`src/rtl/tcu_pkg.sv`:
```
package tcu_pkg;
   // ==========================================================
   // Register bus geometry
   localparam int ADDR_W = 4;
   localparam int DATA_W = 8;

   // ==========================================================
   // Register indices
   localparam logic [3:0] A_TCTL  = 4'h0; // timer_control_register
   localparam logic [3:0] A_TMODE = 4'h1; // timer_mode_register
   localparam logic [3:0] A_LO0   = 4'h2; // first_timer_low_byte
   localparam logic [3:0] A_LO1   = 4'h3;
   localparam logic [3:0] A_HI0   = 4'h4; // first_timer_high_byte
   localparam logic [3:0] A_HI1   = 4'h5;
   localparam logic [3:0] A_CKCTL = 4'h6; // clock_control_register
   localparam logic [3:0] A_T2CTL = 4'h8; // third_timer_control_register
   localparam logic [3:0] A_T2MD  = 4'h9; // third_timer_mode_register
   localparam logic [3:0] A_CAPL  = 4'ha; // capture_low_register
   localparam logic [3:0] A_CAPH  = 4'hb; // capture_high_register
   localparam logic [3:0] A_LO2   = 4'hc;
   localparam logic [3:0] A_HI2   = 4'hd;

   // ==========================================================
   // Field positions
   localparam int B_TF1  = 7; // timer control
   localparam int B_TR1  = 6;
   localparam int B_TF0  = 5;
   localparam int B_TR0  = 4;
   localparam int B_GT1  = 7; // timer mode
   localparam int B_CT1  = 6;
   localparam int B_M1   = 4;
   localparam int B_GT0  = 3;
   localparam int B_CT0  = 2;
   localparam int B_M0   = 0;
   localparam int B_TB0  = 3; // clock control, turbo selects
   localparam int B_TB1  = 4;
   localparam int B_TB2  = 5;
   localparam int B_TF2  = 7; // third timer control
   localparam int B_EXF  = 6;
   localparam int B_RBD  = 5;
   localparam int B_TBD  = 4;
   localparam int B_EXEN = 3;
   localparam int B_TR2  = 2;
   localparam int B_CT2  = 1;
   localparam int B_CPRL = 0;
   localparam int B_CCLR = 3; // third timer mode
   localparam int B_COE  = 1;
   localparam int B_DOWN_COUNT_ENABLE = 0;

   // Pin vector positions
   localparam int P_C0 = 0;
   localparam int P_C1 = 1;
   localparam int P_C2 = 2;
   localparam int P_I0 = 3;
   localparam int P_I1 = 4;
   localparam int P_TG = 5;
   localparam int NPIN = 6;

   // ==========================================================
   // Reset values and timing
   localparam logic [7:0] RST_BYTE  = 8'h00;
   localparam int         DIV_STD   = 12;
   localparam int         DIV_TURBO = 4;
   localparam logic [3:0] PRE_LAST  = 4'(DIV_STD - 1);
   localparam logic [1:0] MC_LAST   = 2'(DIV_TURBO - 1);

   // ==========================================================
   // Modes
   typedef enum logic [1:0] {TCU_M13, TCU_M16, TCU_M8R, TCU_MSPLIT} tcu_mode_t;
   typedef enum logic [1:0] {TCU_T2_REL, TCU_T2_CAP, TCU_T2_UPDN, TCU_T2_BAUD} tcu_t2mode_t;
endpackage : tcu_pkg

```
`src/rtl/tcu_timers.sv`:
```
// Behaviour
// Mode 0: 13-bit count, high byte plus low 5 bits, wraps 1FFF.
// Mode 0: low-5 carry bumps high byte; high wrap sets overflow flag.
// Timers 0/1 count only if run set and gate clear or pin high.
// Source select 0 counts time base, 1 counts count-pin falls.
// Time base is clock/12, or clock/4 with turbo select.
// Mode 1: 16-bit count, FFFF to 0000 sets overflow flag.
// Mode 2: low byte counts, reloads from high byte, sets flag.
// Timer 1 in mode 3 holds its count.
// Timer 0 mode 3: low byte is 8-bit counter on timer 0 controls.
// Timer 0 mode 3: high byte times, run by and flags timer 1 bits.
// Timer 0 mode 3: timer 1 runs free of its run bit and flag.
// Timer 2 counts pin or clock/12 or /4 while its run bit set.
// Capture mode: 16-bit up count, FFFF rollover sets overflow flag.
// Capture mode: trigger fall copies count to capture, sets event flag.
// Capture-clear enable clears timer 2 after each capture.
// Up auto-reload: FFFF rollover loads capture value, sets overflow flag.
// Up auto-reload: trigger fall also reloads and sets event flag.
// Up/down mode: trigger level sets direction; up overflow reloads.
// Up/down: down count from capture value loads FFFF.
// Up/down: reloads set overflow, toggle event flag, no event request.
// Baud mode: reload from FFFF without flag; trigger sets event flag.
// Clock-out: output enable drives 50% clock, no overflow flag.
// Pins sampled once per machine cycle; high then low is a fall.
// Reset clears turbo selects, timers count at clock/12.
// Clock output toggles on every timer 2 reload while output enable is set.
// Trigger pin falls detected like the count pins.
module tcu_timers (
   // Clock, reset, enable
   input  wire logic                        i_mclk,
   input  wire logic                        i_rst_n,
   input  wire logic                        i_ce,
   // Register port
   input  wire logic [tcu_pkg::ADDR_W-1:0] i_addr,
   input  wire logic [tcu_pkg::DATA_W-1:0] i_wdata,
   input  wire logic                        i_wr,
   input  wire logic                        i_rd,
   output logic      [tcu_pkg::DATA_W-1:0] o_rdata,
   // External pins
   input  wire logic                        i_first_count_pin,
   input  wire logic                        i_second_count_pin,
   input  wire logic                        i_third_count_pin,
   input  wire logic                        i_first_interrupt_pin,
   input  wire logic                        i_second_interrupt_pin,
   input  wire logic                        i_trigger_pin,
   // Flags and clock out
   output logic                             o_first_overflow_flag,
   output logic                             o_second_overflow_flag,
   output logic                             o_third_overflow_flag,
   output logic                             o_external_event_req,
   output logic                             o_clock_out
);
   import tcu_pkg::*;

   // ==========================================================
   // Registers
   logic [7:0]  tctl, tmode, ckctl, t2ctl, t2md;
   logic [7:0]  lo0, hi0, lo1, hi1, lo2, hi2, capl, caph;
   logic [3:0]  pre;
   logic [NPIN-1:0] sy1, sy2, samp, evt;

   // Decoded controls
   tcu_mode_t   m0, m1;
   tcu_t2mode_t t2m;
   logic        tick12, tick4, tb0, tb1, tb2, t0split;
   logic        step0, step0h, step1, step2, trg;
   logic [16:0] n0, n1;
   logic [15:0] cnt2, cap, next_cnt2;
   logic        set_tf0, set_tf1, set_tf2, set_exf, tog_exf, do_cap, rl;
   logic [7:0]  next_tctl, next_t2ctl;
   logic        wr_lo0, wr_hi0, wr_lo1, wr_hi1, wr_lo2, wr_hi2;

   assign wr_lo0 = i_wr && (i_addr == A_LO0);
   assign wr_hi0 = i_wr && (i_addr == A_HI0);
   assign wr_lo1 = i_wr && (i_addr == A_LO1);
   assign wr_hi1 = i_wr && (i_addr == A_HI1);
   assign wr_lo2 = i_wr && (i_addr == A_LO2);
   assign wr_hi2 = i_wr && (i_addr == A_HI2);

   // One count step for timers 0/1: {overflow, high, low}
   function automatic logic [16:0] step01(input tcu_mode_t m, input logic [7:0] hi,
                                           input logic [7:0] lo);
      logic [16:0] r;
      r = {1'b0, hi, lo};
      case (m)
         // 13-bit prescaled count
         TCU_M13: begin
            r[4:0] = lo[4:0] + 5'h01;
            // carry into high byte
            if (lo[4:0] == 5'h1f) begin
               r[15:8] = hi + 8'h01;
               r[16]   = (hi == 8'hff);
            end
         end
         // full 16-bit count
         TCU_M16: r = {({hi, lo} == 16'hffff), {hi, lo} + 16'h0001};
         // low byte reloads from high
         TCU_M8R: begin
            if (lo == 8'hff) r = {1'b1, hi, hi};
            else             r[7:0] = lo + 8'h01;
         end
         // split low byte as 8-bit counter
         default: begin
            r[7:0] = lo + 8'h01;
            r[16]  = (lo == 8'hff);
         end
      endcase
      return r;
   endfunction : step01

   // ==========================================================
   // Time base
   assign tick12 = (pre == PRE_LAST);
   assign tick4  = (pre[1:0] == MC_LAST);
   // per-timer divide select
   assign tb0 = ckctl[B_TB0] ? tick4 : tick12;
   assign tb1 = ckctl[B_TB1] ? tick4 : tick12;
   assign tb2 = ckctl[B_TB2] ? tick4 : tick12;

   // Prescaler, 0..11
   always_ff @(posedge i_mclk) begin
      if (!i_rst_n)  pre <= 4'h0;
      else if (i_ce) pre <= tick12 ? 4'h0 : pre + 4'h1;
   end

   // Pin synchronisers
   always_ff @(posedge i_mclk) begin
      if (!i_rst_n) begin
         sy1 <= '0;
         sy2 <= '0;
      end else if (i_ce) begin
         sy1 <= {i_trigger_pin, i_second_interrupt_pin, i_first_interrupt_pin,
                 i_third_count_pin, i_second_count_pin, i_first_count_pin};
         sy2 <= sy1;
      end
   end

   // machine-cycle sampling, fall pulse
   // trigger sampled alike
   always_ff @(posedge i_mclk) begin
      if (!i_rst_n) begin
         samp <= '0;
         evt  <= '0;
      end else if (i_ce) begin
         if (tick4) begin
            samp <= sy2;
            evt  <= samp & ~sy2;
         end else begin
            evt  <= '0;
         end
      end
   end

   // ==========================================================
   // Timers 0 and 1 step logic
   assign m0      = tcu_mode_t'(tmode[B_M0 +: 2]);
   assign m1      = tcu_mode_t'(tmode[B_M1 +: 2]);
   assign t0split = (m0 == TCU_MSPLIT);

   always_comb begin
      // run and gate qualify counting
      // time base or pin falls
      step0  = tctl[B_TR0] && (!tmode[B_GT0] || sy2[P_I0])
               && (tmode[B_CT0] ? evt[P_C0] : tb0);
      // split high byte on timer 1 run
      step0h = t0split && tctl[B_TR1] && tb0;
      // timer 1 run bit lost in split
      // mode 3 freezes timer 1
      step1  = (t0split || tctl[B_TR1]) && (!tmode[B_GT1] || sy2[P_I1])
               && (tmode[B_CT1] ? evt[P_C1] : tb1) && (m1 != TCU_MSPLIT);
      n0      = step01(m0, hi0, lo0);
      n1      = step01(m1, hi1, lo1);
      set_tf0 = step0 && n0[16];
      set_tf1 = t0split ? (step0h && (hi0 == 8'hff)) : (step1 && n1[16]);
      next_tctl = (i_wr && (i_addr == A_TCTL)) ? i_wdata : tctl;
      next_tctl[B_TF0] = next_tctl[B_TF0] | set_tf0;
      next_tctl[B_TF1] = next_tctl[B_TF1] | set_tf1;
   end

   // Timer 0 count bytes
   always_ff @(posedge i_mclk) begin
      if (!i_rst_n) begin
         lo0 <= RST_BYTE;
         hi0 <= RST_BYTE;
      end else if (i_ce) begin
         if (wr_lo0)     lo0 <= i_wdata;
         else if (step0) lo0 <= n0[7:0];
         if (wr_hi0)                  hi0 <= i_wdata;
         else if (step0h)             hi0 <= hi0 + 8'h01;
         else if (step0 && !t0split)  hi0 <= n0[15:8];
      end
   end

   // Timer 1 count bytes
   always_ff @(posedge i_mclk) begin
      if (!i_rst_n) begin
         lo1 <= RST_BYTE;
         hi1 <= RST_BYTE;
      end else if (i_ce) begin
         if (wr_lo1)     lo1 <= i_wdata;
         else if (step1) lo1 <= n1[7:0];
         if (wr_hi1)     hi1 <= i_wdata;
         else if (step1) hi1 <= n1[15:8];
      end
   end

   // ==========================================================
   // Timer 2 step logic
   assign cnt2 = {hi2, lo2};
   assign cap  = {caph, capl};

   always_comb begin
      if (t2ctl[B_CPRL] && !(t2ctl[B_RBD] || t2ctl[B_TBD])) t2m = TCU_T2_CAP;
      else if (t2ctl[B_RBD] || t2ctl[B_TBD] || t2md[B_COE]) t2m = TCU_T2_BAUD;
      else if (t2md[B_DOWN_COUNT_ENABLE])                                 t2m = TCU_T2_UPDN;
      else                                                   t2m = TCU_T2_REL;
   end

   always_comb begin
      // source and run bit
      step2     = t2ctl[B_TR2] && (t2ctl[B_CT2] ? evt[P_C2] : tb2);
      trg       = t2ctl[B_EXEN] && evt[P_TG];
      next_cnt2 = cnt2;
      set_tf2   = 1'b0;
      set_exf   = 1'b0;
      tog_exf   = 1'b0;
      do_cap    = 1'b0;
      rl        = 1'b0;
      case (t2m)
         TCU_T2_CAP: begin
            // plain up count
            if (step2) begin
               next_cnt2 = cnt2 + 16'h0001;
               set_tf2   = (cnt2 == 16'hffff);
            end
            // capture on trigger
            if (trg) begin
               do_cap  = 1'b1;
               set_exf = 1'b1;
               // clear after capture
               if (t2md[B_CCLR]) next_cnt2 = 16'h0000;
            end
         end
         TCU_T2_UPDN: begin
            // trigger level is direction
            if (step2 && sy2[P_TG]) begin
               rl        = (cnt2 == 16'hffff);
               next_cnt2 = rl ? cap : cnt2 + 16'h0001;
            end else if (step2) begin
               // underflow past capture value
               rl        = (cnt2 == cap);
               next_cnt2 = rl ? 16'hffff : cnt2 - 16'h0001;
            end
            // reload sets and toggles flags
            set_tf2 = rl;
            tog_exf = rl;
         end
         TCU_T2_BAUD: begin
            // reload without overflow flag
            // clock-out shares this path
            if (step2 && (cnt2 == 16'hffff)) begin
               rl        = 1'b1;
               next_cnt2 = cap;
            end
            set_exf = trg;
         end
         default: begin
            // rollover reload
            if (step2 && (cnt2 == 16'hffff)) begin
               rl        = 1'b1;
               next_cnt2 = cap;
            end else if (step2) begin
               next_cnt2 = cnt2 + 16'h0001;
            end
            // trigger reload
            if (trg) begin
               next_cnt2 = cap;
               set_exf   = 1'b1;
            end
            set_tf2 = rl;
         end
      endcase
      if (t2m == TCU_T2_BAUD && step2 && cnt2 != 16'hffff) next_cnt2 = cnt2 + 16'h0001;
      next_t2ctl = (i_wr && (i_addr == A_T2CTL)) ? i_wdata : t2ctl;
      next_t2ctl[B_TF2] = next_t2ctl[B_TF2] | set_tf2;
      next_t2ctl[B_EXF] = (next_t2ctl[B_EXF] ^ tog_exf) | set_exf;
   end

   // Timer 2 count and capture registers
   always_ff @(posedge i_mclk) begin
      if (!i_rst_n) begin
         lo2  <= RST_BYTE;
         hi2  <= RST_BYTE;
         capl <= RST_BYTE;
         caph <= RST_BYTE;
      end else if (i_ce) begin
         lo2 <= wr_lo2 ? i_wdata : next_cnt2[7:0];
         hi2 <= wr_hi2 ? i_wdata : next_cnt2[15:8];
         if (do_cap) begin
            capl <= lo2;
            caph <= hi2;
         end else begin
            if (i_wr && (i_addr == A_CAPL)) capl <= i_wdata;
            if (i_wr && (i_addr == A_CAPH)) caph <= i_wdata;
         end
      end
   end

   // ==========================================================
   // Control registers, hardware set beats software clear
   always_ff @(posedge i_mclk) begin
      if (!i_rst_n) begin
         tctl  <= RST_BYTE;
         tmode <= RST_BYTE;
         ckctl <= RST_BYTE; // turbo selects cleared
         t2ctl <= RST_BYTE;
         t2md  <= RST_BYTE;
      end else if (i_ce) begin
         tctl  <= next_tctl;
         t2ctl <= next_t2ctl;
         if (i_wr && (i_addr == A_TMODE)) tmode <= i_wdata;
         if (i_wr && (i_addr == A_CKCTL)) ckctl <= i_wdata;
         if (i_wr && (i_addr == A_T2MD))  t2md  <= i_wdata;
      end
   end

   // Read data, valid only the cycle after the strobe
   always_ff @(posedge i_mclk) begin
      if (!i_rst_n) begin
         o_rdata <= RST_BYTE;
      end else if (i_ce) begin
         if (!i_rd) begin
            o_rdata <= RST_BYTE;
         end else begin
            case (i_addr)
               A_TCTL:  o_rdata <= tctl;
               A_TMODE: o_rdata <= tmode;
               A_LO0:   o_rdata <= lo0;
               A_LO1:   o_rdata <= lo1;
               A_HI0:   o_rdata <= hi0;
               A_HI1:   o_rdata <= hi1;
               A_CKCTL: o_rdata <= ckctl;
               A_T2CTL: o_rdata <= t2ctl;
               A_T2MD:  o_rdata <= t2md;
               A_CAPL:  o_rdata <= capl;
               A_CAPH:  o_rdata <= caph;
               A_LO2:   o_rdata <= lo2;
               A_HI2:   o_rdata <= hi2;
               default: o_rdata <= RST_BYTE;
            endcase
         end
      end
   end

   // Flag outputs and clock out
   always_ff @(posedge i_mclk) begin
      if (!i_rst_n) begin
         o_first_overflow_flag  <= 1'b0;
         o_second_overflow_flag <= 1'b0;
         o_third_overflow_flag  <= 1'b0;
         o_external_event_req   <= 1'b0;
         o_clock_out            <= 1'b0;
      end else if (i_ce) begin
         o_first_overflow_flag  <= next_tctl[B_TF0];
         o_second_overflow_flag <= next_tctl[B_TF1];
         o_third_overflow_flag  <= next_t2ctl[B_TF2];
         // no event request in up/down
         o_external_event_req   <= next_t2ctl[B_EXF] && (t2m != TCU_T2_UPDN);
         // toggle per reload
         // only with output enable
         if (rl && t2md[B_COE]) o_clock_out <= !o_clock_out;
      end
   end
endmodule : tcu_timers

```
`config.mk`:
```
export PLATFORM = sky130hd
export DESIGN_NAME = tcu_timers
export DESIGN_NICKNAME = d
export VERILOG_FILES = /design/src/rtl/tcu_pkg.sv /design/src/rtl/tcu_timers.sv
export SDC_FILE = /design/constraint.sdc
export NUM_CORES = 1
export LEC_CHECK = 0
export BUFFER_PORTS_ARGS = -buffer_cell sky130_fd_sc_hd__buf_4
export CORE_AREA = 2 2 148 150
export CTS_CLUSTER_DIAMETER = 150
export DETAILED_ROUTE_END_ITERATION = 16
export DIE_AREA = 0 0 150 152
export PLACE_DENSITY = 0.66
export SYNTH_ARGS = -nofsm -noshare
export SYNTH_HDL_FRONTEND = slang
export SYNTH_SLANG_ARGS = --single-unit
```
`constraint.sdc`:
```
create_clock -name i_mclk -period 3.9 [get_ports i_mclk]
set_input_delay 0 -clock i_mclk [delete_from_list [all_inputs] [get_ports i_mclk]]
set_output_delay 0 -clock i_mclk [all_outputs]
set_load 0.1 [all_outputs]
```
==> summary.md, run 1 <==
| Metric | Value |
|---|---|
| Synthesized area per cell | 7.598 um^2 |
| CTS clock-pin slew for the worst setup and hold paths | 60 ps |
| Critical path launch point type | flip-flop |
| Total number of vias | 11174 |
| Share of layout cells above drive strength 1 | 11.32% |
| Syn nets | 1419 |
| Slowest Stage Delay on Critical Path | 810 ps |
| Crit path from | lo2[1] |
| Lkg Pwr | 4.322 nW |
| Die Span Y | 152 um |
| Critical hold path startpoint | i_wdata[0] |
| Drt wl/cell | 23.92 um |
| Worst EP required | 4230 ps |
| Clock Sink Count | 138 |
| Final GP Congestion | 1.020 |
| Htree depth | 4 |
| Max-Cap Viols | 0 |
| Worst reg-to-reg path cell count | 8 |
| CTS Buf Count | 17 |
| Initial DRC count | 1378 |
| Fmax | 311.8 MHz |
| Post-CTS Resized | 0 |
| Slew Viols, Final | 0 |
| Largest fanout on the critical path | 11 |
| Maximum buffer depth of the clock tree | 2 |
| Reg2reg setup slack | 690 ps |
| DRT Wirelength | 39.44 mm |
| Via density | 6.776 |
| Peak VDD IR | 0.0003034 V |
| Yosys reg bits | 138 |
| Initial antenna violation count | 0 |
| Clk root buf | clkbuf_16 |
| Netlist cell types | 87 |
| Post-DRT Antenna Nets | 0 |
| Worst slew margin | 25.96% |
| Pwr/cell area | 321.9 mW/mm^2 |
| Sequential element share of the synthesized area | 26.44% |
| Top delay family on crit path | simple AND/OR/NAND/NOR gates |
| DRT Pass-1 Iters | 8 |
| Global-route wire length before repair | 60.69 mm |
| RSZ-0062 raised after global routing | no |
| Clk Latency, worst-skew pair | 440 ps |
| Die Width | 150 um |
| EDFF count, synth | 0 |
| Vias in the first global route | 10182 |
| Final Cycle Share | 82.23% |
| Hold Path Stages | 3 |
| HP Class | in2reg |
| Number of core rows | 54 |
| Post-Syn Instances | 1375 |
| Hold slack final | 15.64 ps |
| Ports | 36 |
| Skew final | 12.86 ps |
| Ant diodes | 0 |
| DRC | 0 |
| Hold endpoint | t2md[0] |
| CP max-delay cell | or4_1 |
| Slew @ Worst Pin | 1103 ps |
| Tot GR Track Use | 34.35% |
| Area Growth Syn to Fin | 10.73% |
| Top FF cell, synth | dfxtp_1 |
| PortBufs | 35 |
| Post-CTS Setup Repair Bufs | 0 |
| CTS tree | yes |
| Post-synth ARST share | 0% |
| Worst setup EP type | flip-flop |
| Ys Warns | 0 |
| Status | finished clean |
| Die area | 0.02280 mm^2 |
| Final hold vios | 0 |
| CORE AREA | 0.02135 mm^2 |
| Total gr overflow | 0 |
| Pin count of the biggest net entering global routing | 106 |
| Reg-to-reg endpoint | lo2[5] |
| Setup-failing EPs final | 0 |
| Arrival time of the worst setup path | 3530 ps |
| Crit Reg-Reg Startpoint | lo2[1] |
| Crit path cell chain | ha_1, nand4_1, or4_1, o211ai_2, nand2_1, a221oi_2, a21oi_1, a22o_1 |
| Final min period | 3207 ps |
| # nets final | 1400 |
| Initial Util | 48.93% |
| Mapped Area | 0.01045 mm^2 |
| Setup CP Type | reg2reg |
| Sum Neg Setup Slack | 0 ps |
| Worst Path Buf+Inv | 0 |
| HPWL Detailed | 27.62 mm |
layout make-up:
type / count / area [um^2]
Fill cell: 2074 / 9782
Multi-Input combinational cell: 1088 / 7084
Sequential cell: 138 / 2763
Clock buffer: 21 / 480.5
Inverter: 28 / 106.4
Tap cell: 280 / 350.3
Clock inverter: 11 / 133.9
Timing Repair Buffer: 83 / 650.6
synthesized netlist by cell type (7+ instances only):
master | instances | area, um^2
o2111ai_1 | 8 | 70.07
o32ai_1 | 11 | 96.34
mux2i_1 | 67 | 670.6
o31ai_1 | 18 | 135.1
nand2_1 | 121 | 454.2
xor2_1 | 38 | 332.8
nand3_1 | 50 | 250.2
a32oi_1 | 13 | 113.9
nand4_1 | 25 | 156.4
buf_2 | 17 | 85.08
nor2b_1 | 43 | 269.0
inv_1 | 28 | 105.1
dfxtp_1 | 138 | 2763
a22oi_1 | 11 | 82.58
buf_1 | 15 | 56.30
and3_1 | 18 | 112.6
a31oi_1 | 15 | 93.84
a211oi_1 | 32 | 240.2
mux2_2 | 10 | 112.6
nor3_1 | 34 | 170.2
a21oi_1 | 120 | 600.6
a22o_1 | 7 | 61.31
nor2_1 | 135 | 506.7
and2_1 | 10 | 62.56
clkbuf_1 | 85 | 319.1
a221oi_1 | 9 | 78.83
o21ai_0 | 79 | 395.4
ha_1 | 21 | 262.8
o211ai_1 | 9 | 67.56
nor4_1 | 11 | 68.82
xnor2_1 | 26 | 227.7
metal layers:
metal | wire (um) | track usage (%) | vias to the layer above | part of all wire [%]
met3 | 3881 | 5.255 | 148 | 9.8
li1 | - | - | 5070 | -
met1 | 15910 | 46.41 | 5212 | 40
met4 | 2282 | 19.36 | 0 | 5.8
met5 | 0 | 0 | - | 0
met2 | 17370 | 52.03 | 744 | 44
timing repair:
action	CTS	global route
setup endpoints to repair	0	0
endpoints found under the hold margin	6	0
hold buffers	6	0
power by group:
| part | internal [mW] | total (mW) | switching (mW) |
|---|---|---|---|
| logic | 0.181 | 0.538 | 0.356 |
| registers | 1.44 | 1.47 | 0.0347 |
| clock network | 1.02 | 1.72 | 0.696 |
| total | 2.64 | 3.72 | 1.09 |
metrics by stage:
| stage | worst slack (ps) | power [mW] | util, % | instance area (um^2) | instances |
|---|---|---|---|---|---|
| finish | 692.9 | 3.724 | 54.18 | 11570 | 1649 |
| CTS | 727.6 | 3.712 | 54.18 | 11570 | 1649 |
| detailed placement | 745.7 | 2.017 | 51.03 | 10890 | 1611 |
| floorplan | 1453 | 1.848 | - | 10450 | 1375 |
| global placement | 828.6 | 2.014 | 51.03 | 10890 | 1611 |
| global route | 517.5 | 3.819 | 54.18 | 11570 | 1649 |
placed cells by master (no fill, tap or decap), drive strengths merged, types with 6 or more instances in the layout:
master / instances
a2111oi: 9
mux2: 11
o32ai: 11
nor4: 15
a211oi: 33
and2: 10
and4: 6
nand3: 50
nor2b: 43
mux2i: 67
a22o: 7
xor2: 38
o31ai: 18
dlygate4sd3: 6
xnor2: 26
o211ai: 11
nand2: 121
a221oi: 11
nor2: 137
inv: 30
o21ai: 88
nor3: 36
nand4: 26
nand2b: 6
a31oi: 15
clkbuf: 21
dfxtp: 138
or4: 6
nand4b: 6
o2111ai: 8
a21oi: 122
a32oi: 13
a22oi: 11
and3: 18
ha: 21
buf: 77
o22ai: 6
clkinv: 6
worst max-delay path by stage:
stage	to	slack [ps]	cells past startpoint
6_report	lo2[5]	690	8
5_1_grt	lo2[5]	520	8
4_1_cts	hi2[2]	730	8
3_5_place_dp	hi2[2]	750	8
3_3_place_gp	hi2[2]	830	8
2_1_floorplan	lo2[5]	1450	10
cell families after synthesis:
logic type,synth area share [%]
and+or+nand+nor,23.71
AOI/OAI and AO/OA,27.71
buffers and inverters,5.748
DFF,26.44
muxes,8.503
xor gates and xnor gates,5.365
adders and majority gates,2.515
worst min-delay path: stages:
cell	delay, ps
buf_4	200
mux2i_1	150
nor2_1	50
Power figures use the tool's default switching activity.
==> run 2: changes to the inputs <==
Settings changed: ABC_AREA set to 1.
Clock period 3.9 ns to 3.15 ns, I/O delays scaled along.
==> run 2 against run 1 <==
Compared with the run above:
- power rose by 22%
- largest power group unchanged
- maximum frequency rose by 11%
- critical endpoint is now hi0[4]
- clock-buffer cell count fell by 4
- sequential share of layout area fell by 0.087 points
- synthesized area fell by 0.26%
- utilization rose by 0.20 points
- final cell count rose by 21%
- global-route usage rose by 1.2 points
- design area rose by 0.37%
- clock power rose by 21%
==> summary.md, run 2 <==
| Metric | Value |
|---|---|
| Status | finished clean |
| Post-Synth Adder-Cell Area | 2.522% |
| Die Span Y | 152 um |
| Peak VDD IR | 0.0003684 V |
| Arrival time of the worst setup path | 3270 ps |
| Setup ws final | 255.9 ps |
| Pre-CTS setup slack | 521.5 ps |
| HPWL Detailed | 29.33 mm |
| PortBufs | 35 |
| Largest family of logic cells by synthesized area | simple AND/OR/NAND/NOR gates |
| Top cells by area, synth | dfxtp_1 (27%), nand2_1 (15%), a21oi_1 (9.1%), o21ai_0 (7.0%), inv_1 (5.8%) |
| Maximum buffer depth of the clock tree | 2 |
| HP Class | in2reg |
| Worst slew margin | 42.47% |
| CTS clock-pin slew for the worst setup and hold paths | 70 ps |
| Syn nets | 1739 |
| Worst setup EP type | flip-flop |
| Sequential element share of the synthesized area | 26.51% |
| CTS tree | yes |
| Post-DRT Antenna Nets | 0 |
| DRC | 0 |
| Cell taking the most area after synthesis | dfxtp_1 |
| Post-layout util | 54.38% |
| Synth cell count leaders | nand2_1 (415), a21oi_1 (189), inv_1 (162) |
| Htree depth | 4 |
| Worst EP required | 3530 ps |
| Die Width | 150 um |
| Count leader, synth | nand2_1 |
| Initial antenna violation count | 1 |
| Vias in the first global route | 11182 |
| Clk root buf | clkbuf_16 |
| Via density | 6.000 |
| Largest fanout on the critical path | 13 |
| Critical path launch point type | flip-flop |
| Initial DRC count | 1117 |
| Post-synth ARST share | 0% |
| Drt wl/cell | 20.18 um |
| Max-Cap Viols | 0 |
| Worst reg-to-reg path cell count | 11 |
| Post-route cell area | 0.01161 mm^2 |
| Simple-gate portion of the synthesized area | 31.11% |
| Netlist cell types | 52 |
| Tot GR Track Use | 35.57% |
| Ys Warns | 0 |
| Final min period | 2894 ps |
| Top FF cell, synth | dfxtp_1 |
| Final Cycle Share | 91.88% |
| EDFF count, synth | 0 |
| Leading cell type in the layout, fill and taps excluded | nand2_1 |
| Hold Path Stages | 3 |
| Slew Viols, Final | 0 |
| Commonest cells after routing, fill and taps aside | nand2_1 (415), a21oi_1 (189), inv_1 (162), o21ai_0 (146), nor2_1 (143) |
| Post-CTS Setup Repair Bufs | 0 |
| Final hold vios | 0 |
| Mux cell area share after synthesis | 0% |
| DRT Wirelength | 40.40 mm |
| Initial Util | 48.80% |
| Area Growth Syn to Fin | 11.43% |
| Global-route wire length before repair | 62.77 mm |
| Clock Sink Count | 138 |
| Dpl cells | 1952 |
| Ports | 36 |
| Sum Neg Setup Slack | 0 ps |
| Share of layout cells above drive strength 1 | 11.04% |
| Synthesized area per cell | 6.147 um^2 |
| Pwr/cell area | 391.8 mW/mm^2 |
| Post-synthesis xor/xnor area fraction | 1.597% |
| Setup CP Type | reg2reg |
| Mapped Area | 0.01042 mm^2 |
| Pin count of the biggest net entering global routing | 60 |
| Clk Latency, worst-skew pair | 440 ps |
| Final GP Congestion | 0.9940 |
| Area after DPL | 0.01081 mm^2 |
| Total number of vias | 12011 |
| Total gr overflow | 0 |
| Slew @ Worst Pin | 862.0 ps |
| Fmax | 345.5 MHz |
| Lkg Pwr | 4.683 nW |
| CTS Buf Count | 17 |
| Yosys top cell area share | 26.51% |
| Post-Syn Instances | 1695 |
| Post-Layout Cell Count | 2002 |
| Yosys reg bits | 138 |
| Skew final | 19.47 ps |
| Setup-failing EPs final | 0 |
| Post-CTS Resized | 0 |
| # nets final | 1752 |
| Die area | 0.02280 mm^2 |
| Number of core rows | 54 |
| RSZ-0062 raised after global routing | no |
| CORE AREA | 0.02135 mm^2 |
| Synth Area in Compound Gates | 27.27% |
| Fill cells | 2234 |
| DRT Pass-1 Iters | 5 |
run 2: changes by cell type after synthesis, moves of 48 or more:
cell / previous run / this run
nand2_1: 121 / 415
inv_1: 28 / 162
a21oi_1: 120 / 189
mux2i_1: 67 / 0
o21ai_0: 79 / 146
nand3_1: 50 / 98
run 2: worst max-delay path, cell delays in order (launching register included):
cell	delay [ps]
dfxtp_1	360
ha_1	280
nand3_2	190
o21a_1	170
nor3_2	370
inv_1	110
o211ai_1	100
nand2_1	290
o21ai_1	220
nand2_1	60
a21oi_1	110
dlygate4sd3_1	560
run 2: logic make-up (layout without fill, tap and decap cells):
| logic type | Yosys count | after routing |
|---|---|---|
| fa+ha+maj | 21 | 21 |
| buf+inv | 280 | 306 |
| simple gates | 744 | 744 |
| xor+xnor | 19 | 19 |
| compound gates | 493 | 493 |
| flops | 138 | 138 |
| other cells | 0 | 1 |
run 2: layout make-up:
type                       count  area, um^2  area share [%]
antenna                        1       2.502         0.02155
clock buffer                  17       425.4           3.664
clock inverter                15       203.9           1.756
inverter                     200       755.7           6.509
multi-input combinational   1277        6513           56.09
sequential                   138        2763           23.79
tap                          280       350.3           3.017
timing repair buffer          74       598.1           5.151
run 2: report_power, final:
| group | total [mW] | leakage (nW) | internal [mW] | switching, mW |
|---|---|---|---|---|
| combinational | 0.652 | 3.26 | 0.189 | 0.462 |
| sequential | 1.82 | 1.12 | 1.78 | 0.0425 |
| clock | 2.08 | 0.301 | 1.08 | 0.993 |
| total | 4.55 | 4.68 | 3.05 | 1.50 |
run 2: per-stage QoR:
step           hold WS, ps  power [mW]
2_1_floorplan        134.9       2.278
3_3_place_gp         225.6       2.471
3_5_place_dp         232.8       2.474
4_1_cts              25.18       4.549
5_1_grt              51.21       4.710
6_report             48.05       4.549
run 2: worst paths after layout:
kind / slack, ps / end / start
setup / recovery: 260 / hi0[4] / pre[0]
hold / removal: 50 / tctl[7] / i_ce
setup reg to reg: 260 / hi0[4] / pre[0]
hold reg to reg: 460 / t2md[6] / t2md[6]
run 2: timing repair:
item                                    4_1_cts  5_1_grt
hold buffers                                 17        0
endpoints found under the setup margin        0        0
hold endpoints to repair                     41        0
run 2: routing by layer:
| metal | track usage (%) | routed length, um | vias up |
|---|---|---|---|
| met4 | 22.91 | 3018 | 0 |
| met5 | 0 | 0 | - |
| li1 | - | - | 5722 |
| met2 | 56.06 | 18110 | 548 |
| met1 | 45.31 | 16430 | 5554 |
| met3 | 4.985 | 2835 | 187 |
==> run 3: changes to the inputs <==
Settings changed: BUFFER_PORTS_ARGS -buffer_cell sky130_fd_sc_hd__buf_4 to unset, CORE_AREA 2 2 148 150 to 3 3 149 151, DIE_AREA 0 0 150 152 to 0 0 152 154, DONT_BUFFER_PORTS set to 1, PLACE_DENSITY 0.66 to 0.64.
==> run 3 against run 2 <==
Compared with the run above:
- register-to-register slack improved by 110 ps
- hold slack got worse by 12 ps
- wire length rose by 1.9%
- combinational power shrank 3.8%
- largest power group unchanged
- final cell count is 1.6% lower
- largest cell class unchanged
- setup slack gained 110 ps
- sequential power about the same
- critical path depth up 5
- non-clock buffer count down 28
==> summary.md, run 3 (same netlist as run 2, synthesis figures left out) <==
| Metric | Value |
|---|---|
| CTS clock-pin slew for the worst setup and hold paths | 70 ps |
| Reg2reg setup slack | 360 ps |
| Post-route cell area | 0.01142 mm^2 |
| Commonest cells after routing, fill and taps aside | nand2_1 (415), a21oi_1 (189), inv_1 (162), o21ai_0 (146), nor2_1 (143) |
| Drt wl/cell | 20.90 um |
| Die Width | 152 um |
| HPWL Detailed | 28.93 mm |
| Peak VDD IR | 0.0003717 V |
| Worst reg-to-reg path cell count | 16 |
| HP Class | in2reg |
| Fill cells | 2240 |
| CP endpoint | lo2[3] |
| Slew Viols, Final | 0 |
| Die Span Y | 154 um |
| Initial Util | 49.73% |
| Clock Sink Count | 138 |
| Fmax | 358.6 MHz |
| Setup CP Type | reg2reg |
| Worst EP required | 3510 ps |
| Reg-to-reg endpoint | lo2[3] |
| Global-route wire length before repair | 63.38 mm |
| Pre-CTS setup slack | 448.1 ps |
| Crit path cell chain | nor2_1, inv_1, nor2_1, inv_1, o22ai_1, inv_1, ha_1, nand2_2, inv_2, a21oi_4, inv_2, a21oi_4, inv_2, a21oi_1, nand2_1, a21oi_2 |
| Tot GR Track Use | 34.15% |
| CTS Buf Count | 17 |
| Maximum buffer depth of the clock tree | 2 |
| Skew final | 11.29 ps |
| PortBufs | 0 |
| Share of layout cells above drive strength 1 | 9.273% |
| Post-Layout Cell Count | 1969 |
| Vias in the first global route | 10749 |
| Post-layout util | 54.52% |
| Largest fanout on the critical path | 14 |
| Top delay family on crit path | compound AO/OA/AOI/OAI gates |
| Instance count on the critical path | 16 |
| Lkg Pwr | 4.560 nW |
| Crit Reg-Reg Startpoint | t2ctl[4] |
| Arrival time of the worst setup path | 3150 ps |
| DRT Wirelength | 41.16 mm |
| Status | finished clean |
| DRT Pass-1 Iters | 8 |
| Final hold vios | 0 |
| Max-Cap Viols | 0 |
| Slowest Stage Delay on Critical Path | 360 ps |
| Hold slack final | 36.43 ps |
| CORE AREA | 0.02096 mm^2 |
| Final Cycle Share | 88.53% |
| Sum Neg Setup Slack | 0 ps |
| CTS tree | yes |
| Total gr overflow | 0 |
| # nets final | 1724 |
| Setup-failing EPs final | 0 |
| Critical path launch point type | flip-flop |
| Post-DRT Antenna Nets | 0 |
| Worst setup EP type | flip-flop |
| Via density | 6.036 |
| Final min period | 2789 ps |
| Leading cell type in the layout, fill and taps excluded | nand2_1 |
| Total number of vias | 11884 |
| Pwr/cell area | 405.4 mW/mm^2 |
| Overall power | 4.632 mW |
| Die area | 0.02341 mm^2 |
| Initial antenna violation count | 1 |
| DRC | 0 |
| Slew @ Worst Pin | 1094 ps |
| Ports | 36 |
| Worst Path Buf+Inv | 6 |
| Area after DPL | 0.01055 mm^2 |
| Pin count of the biggest net entering global routing | 75 |
| Final GP Congestion | 1.015 |
| Crit path from | t2ctl[4] |
| RSZ-0062 raised after global routing | no |
| CP max-delay cell | ha_1 |
| Number of core rows | 53 |
| Clk root buf | clkbuf_16 |
| Worst slew margin | 26.83% |
| Clk Latency, worst-skew pair | 440 ps |
| Setup ws final | 361.3 ps |
| Initial DRC count | 1406 |
| Dpl cells | 1913 |
| Htree depth | 4 |
| Area Growth Syn to Fin | 9.642% |
run 3: tightest hold or removal path: stages:
cell     delay, ps
nand2_1         80
a31oi_1        150
nand2_1        130
a21oi_1         60
run 3: worst min path at each step:
stage	cells after the start	startpoint	slack, ps	end
5_1_grt	4	i_rd	50	o_rdata[0]
2_1_floorplan	2	i_first_count_pin	130	sy1[0]
4_1_cts	4	i_rd	4	o_rdata[0]
3_3_place_gp	2	i_rst_n	140	hi2[2]
6_report	4	i_rd	40	o_rdata[0]
3_5_place_dp	2	i_rst_n	140	hi2[2]
run 3: cell type report:
| type | instances | area (um^2) | area share, % |
|---|---|---|---|
| Tap cell | 275 | 344.1 | 3.012 |
| Multi-Input combinational cell | 1277 | 6513 | 57.00 |
| Sequential cell | 138 | 2763 | 24.18 |
| Clock buffer | 17 | 425.4 | 3.724 |
| Clock inverter | 15 | 201.4 | 1.763 |
| Inverter | 200 | 755.7 | 6.615 |
| Antenna cell | 1 | 2.502 | 0.02190 |
| Timing Repair Buffer | 46 | 420.4 | 3.680 |
run 3: timing repair:
item,in CTS,in global routing
buffers inserted,0,0
hold buffers,23,0
hold endpoints to repair,114,0
resized for setup,0,0
run 3: layer usage:
layer	part of all wire, %	wire length (um)	track usage [%]
met5	0	0	0
met2	43	17780	52.82
met3	10	4253	6.248
met1	42	17120	46.55
met4	4.9	2010	15.24
run 3: power by group:
part	internal, mW	switching [mW]	total (mW)
sequential	1.78	0.0385	1.82
clock	1.22	0.970	2.19
combinational	0.176	0.450	0.627
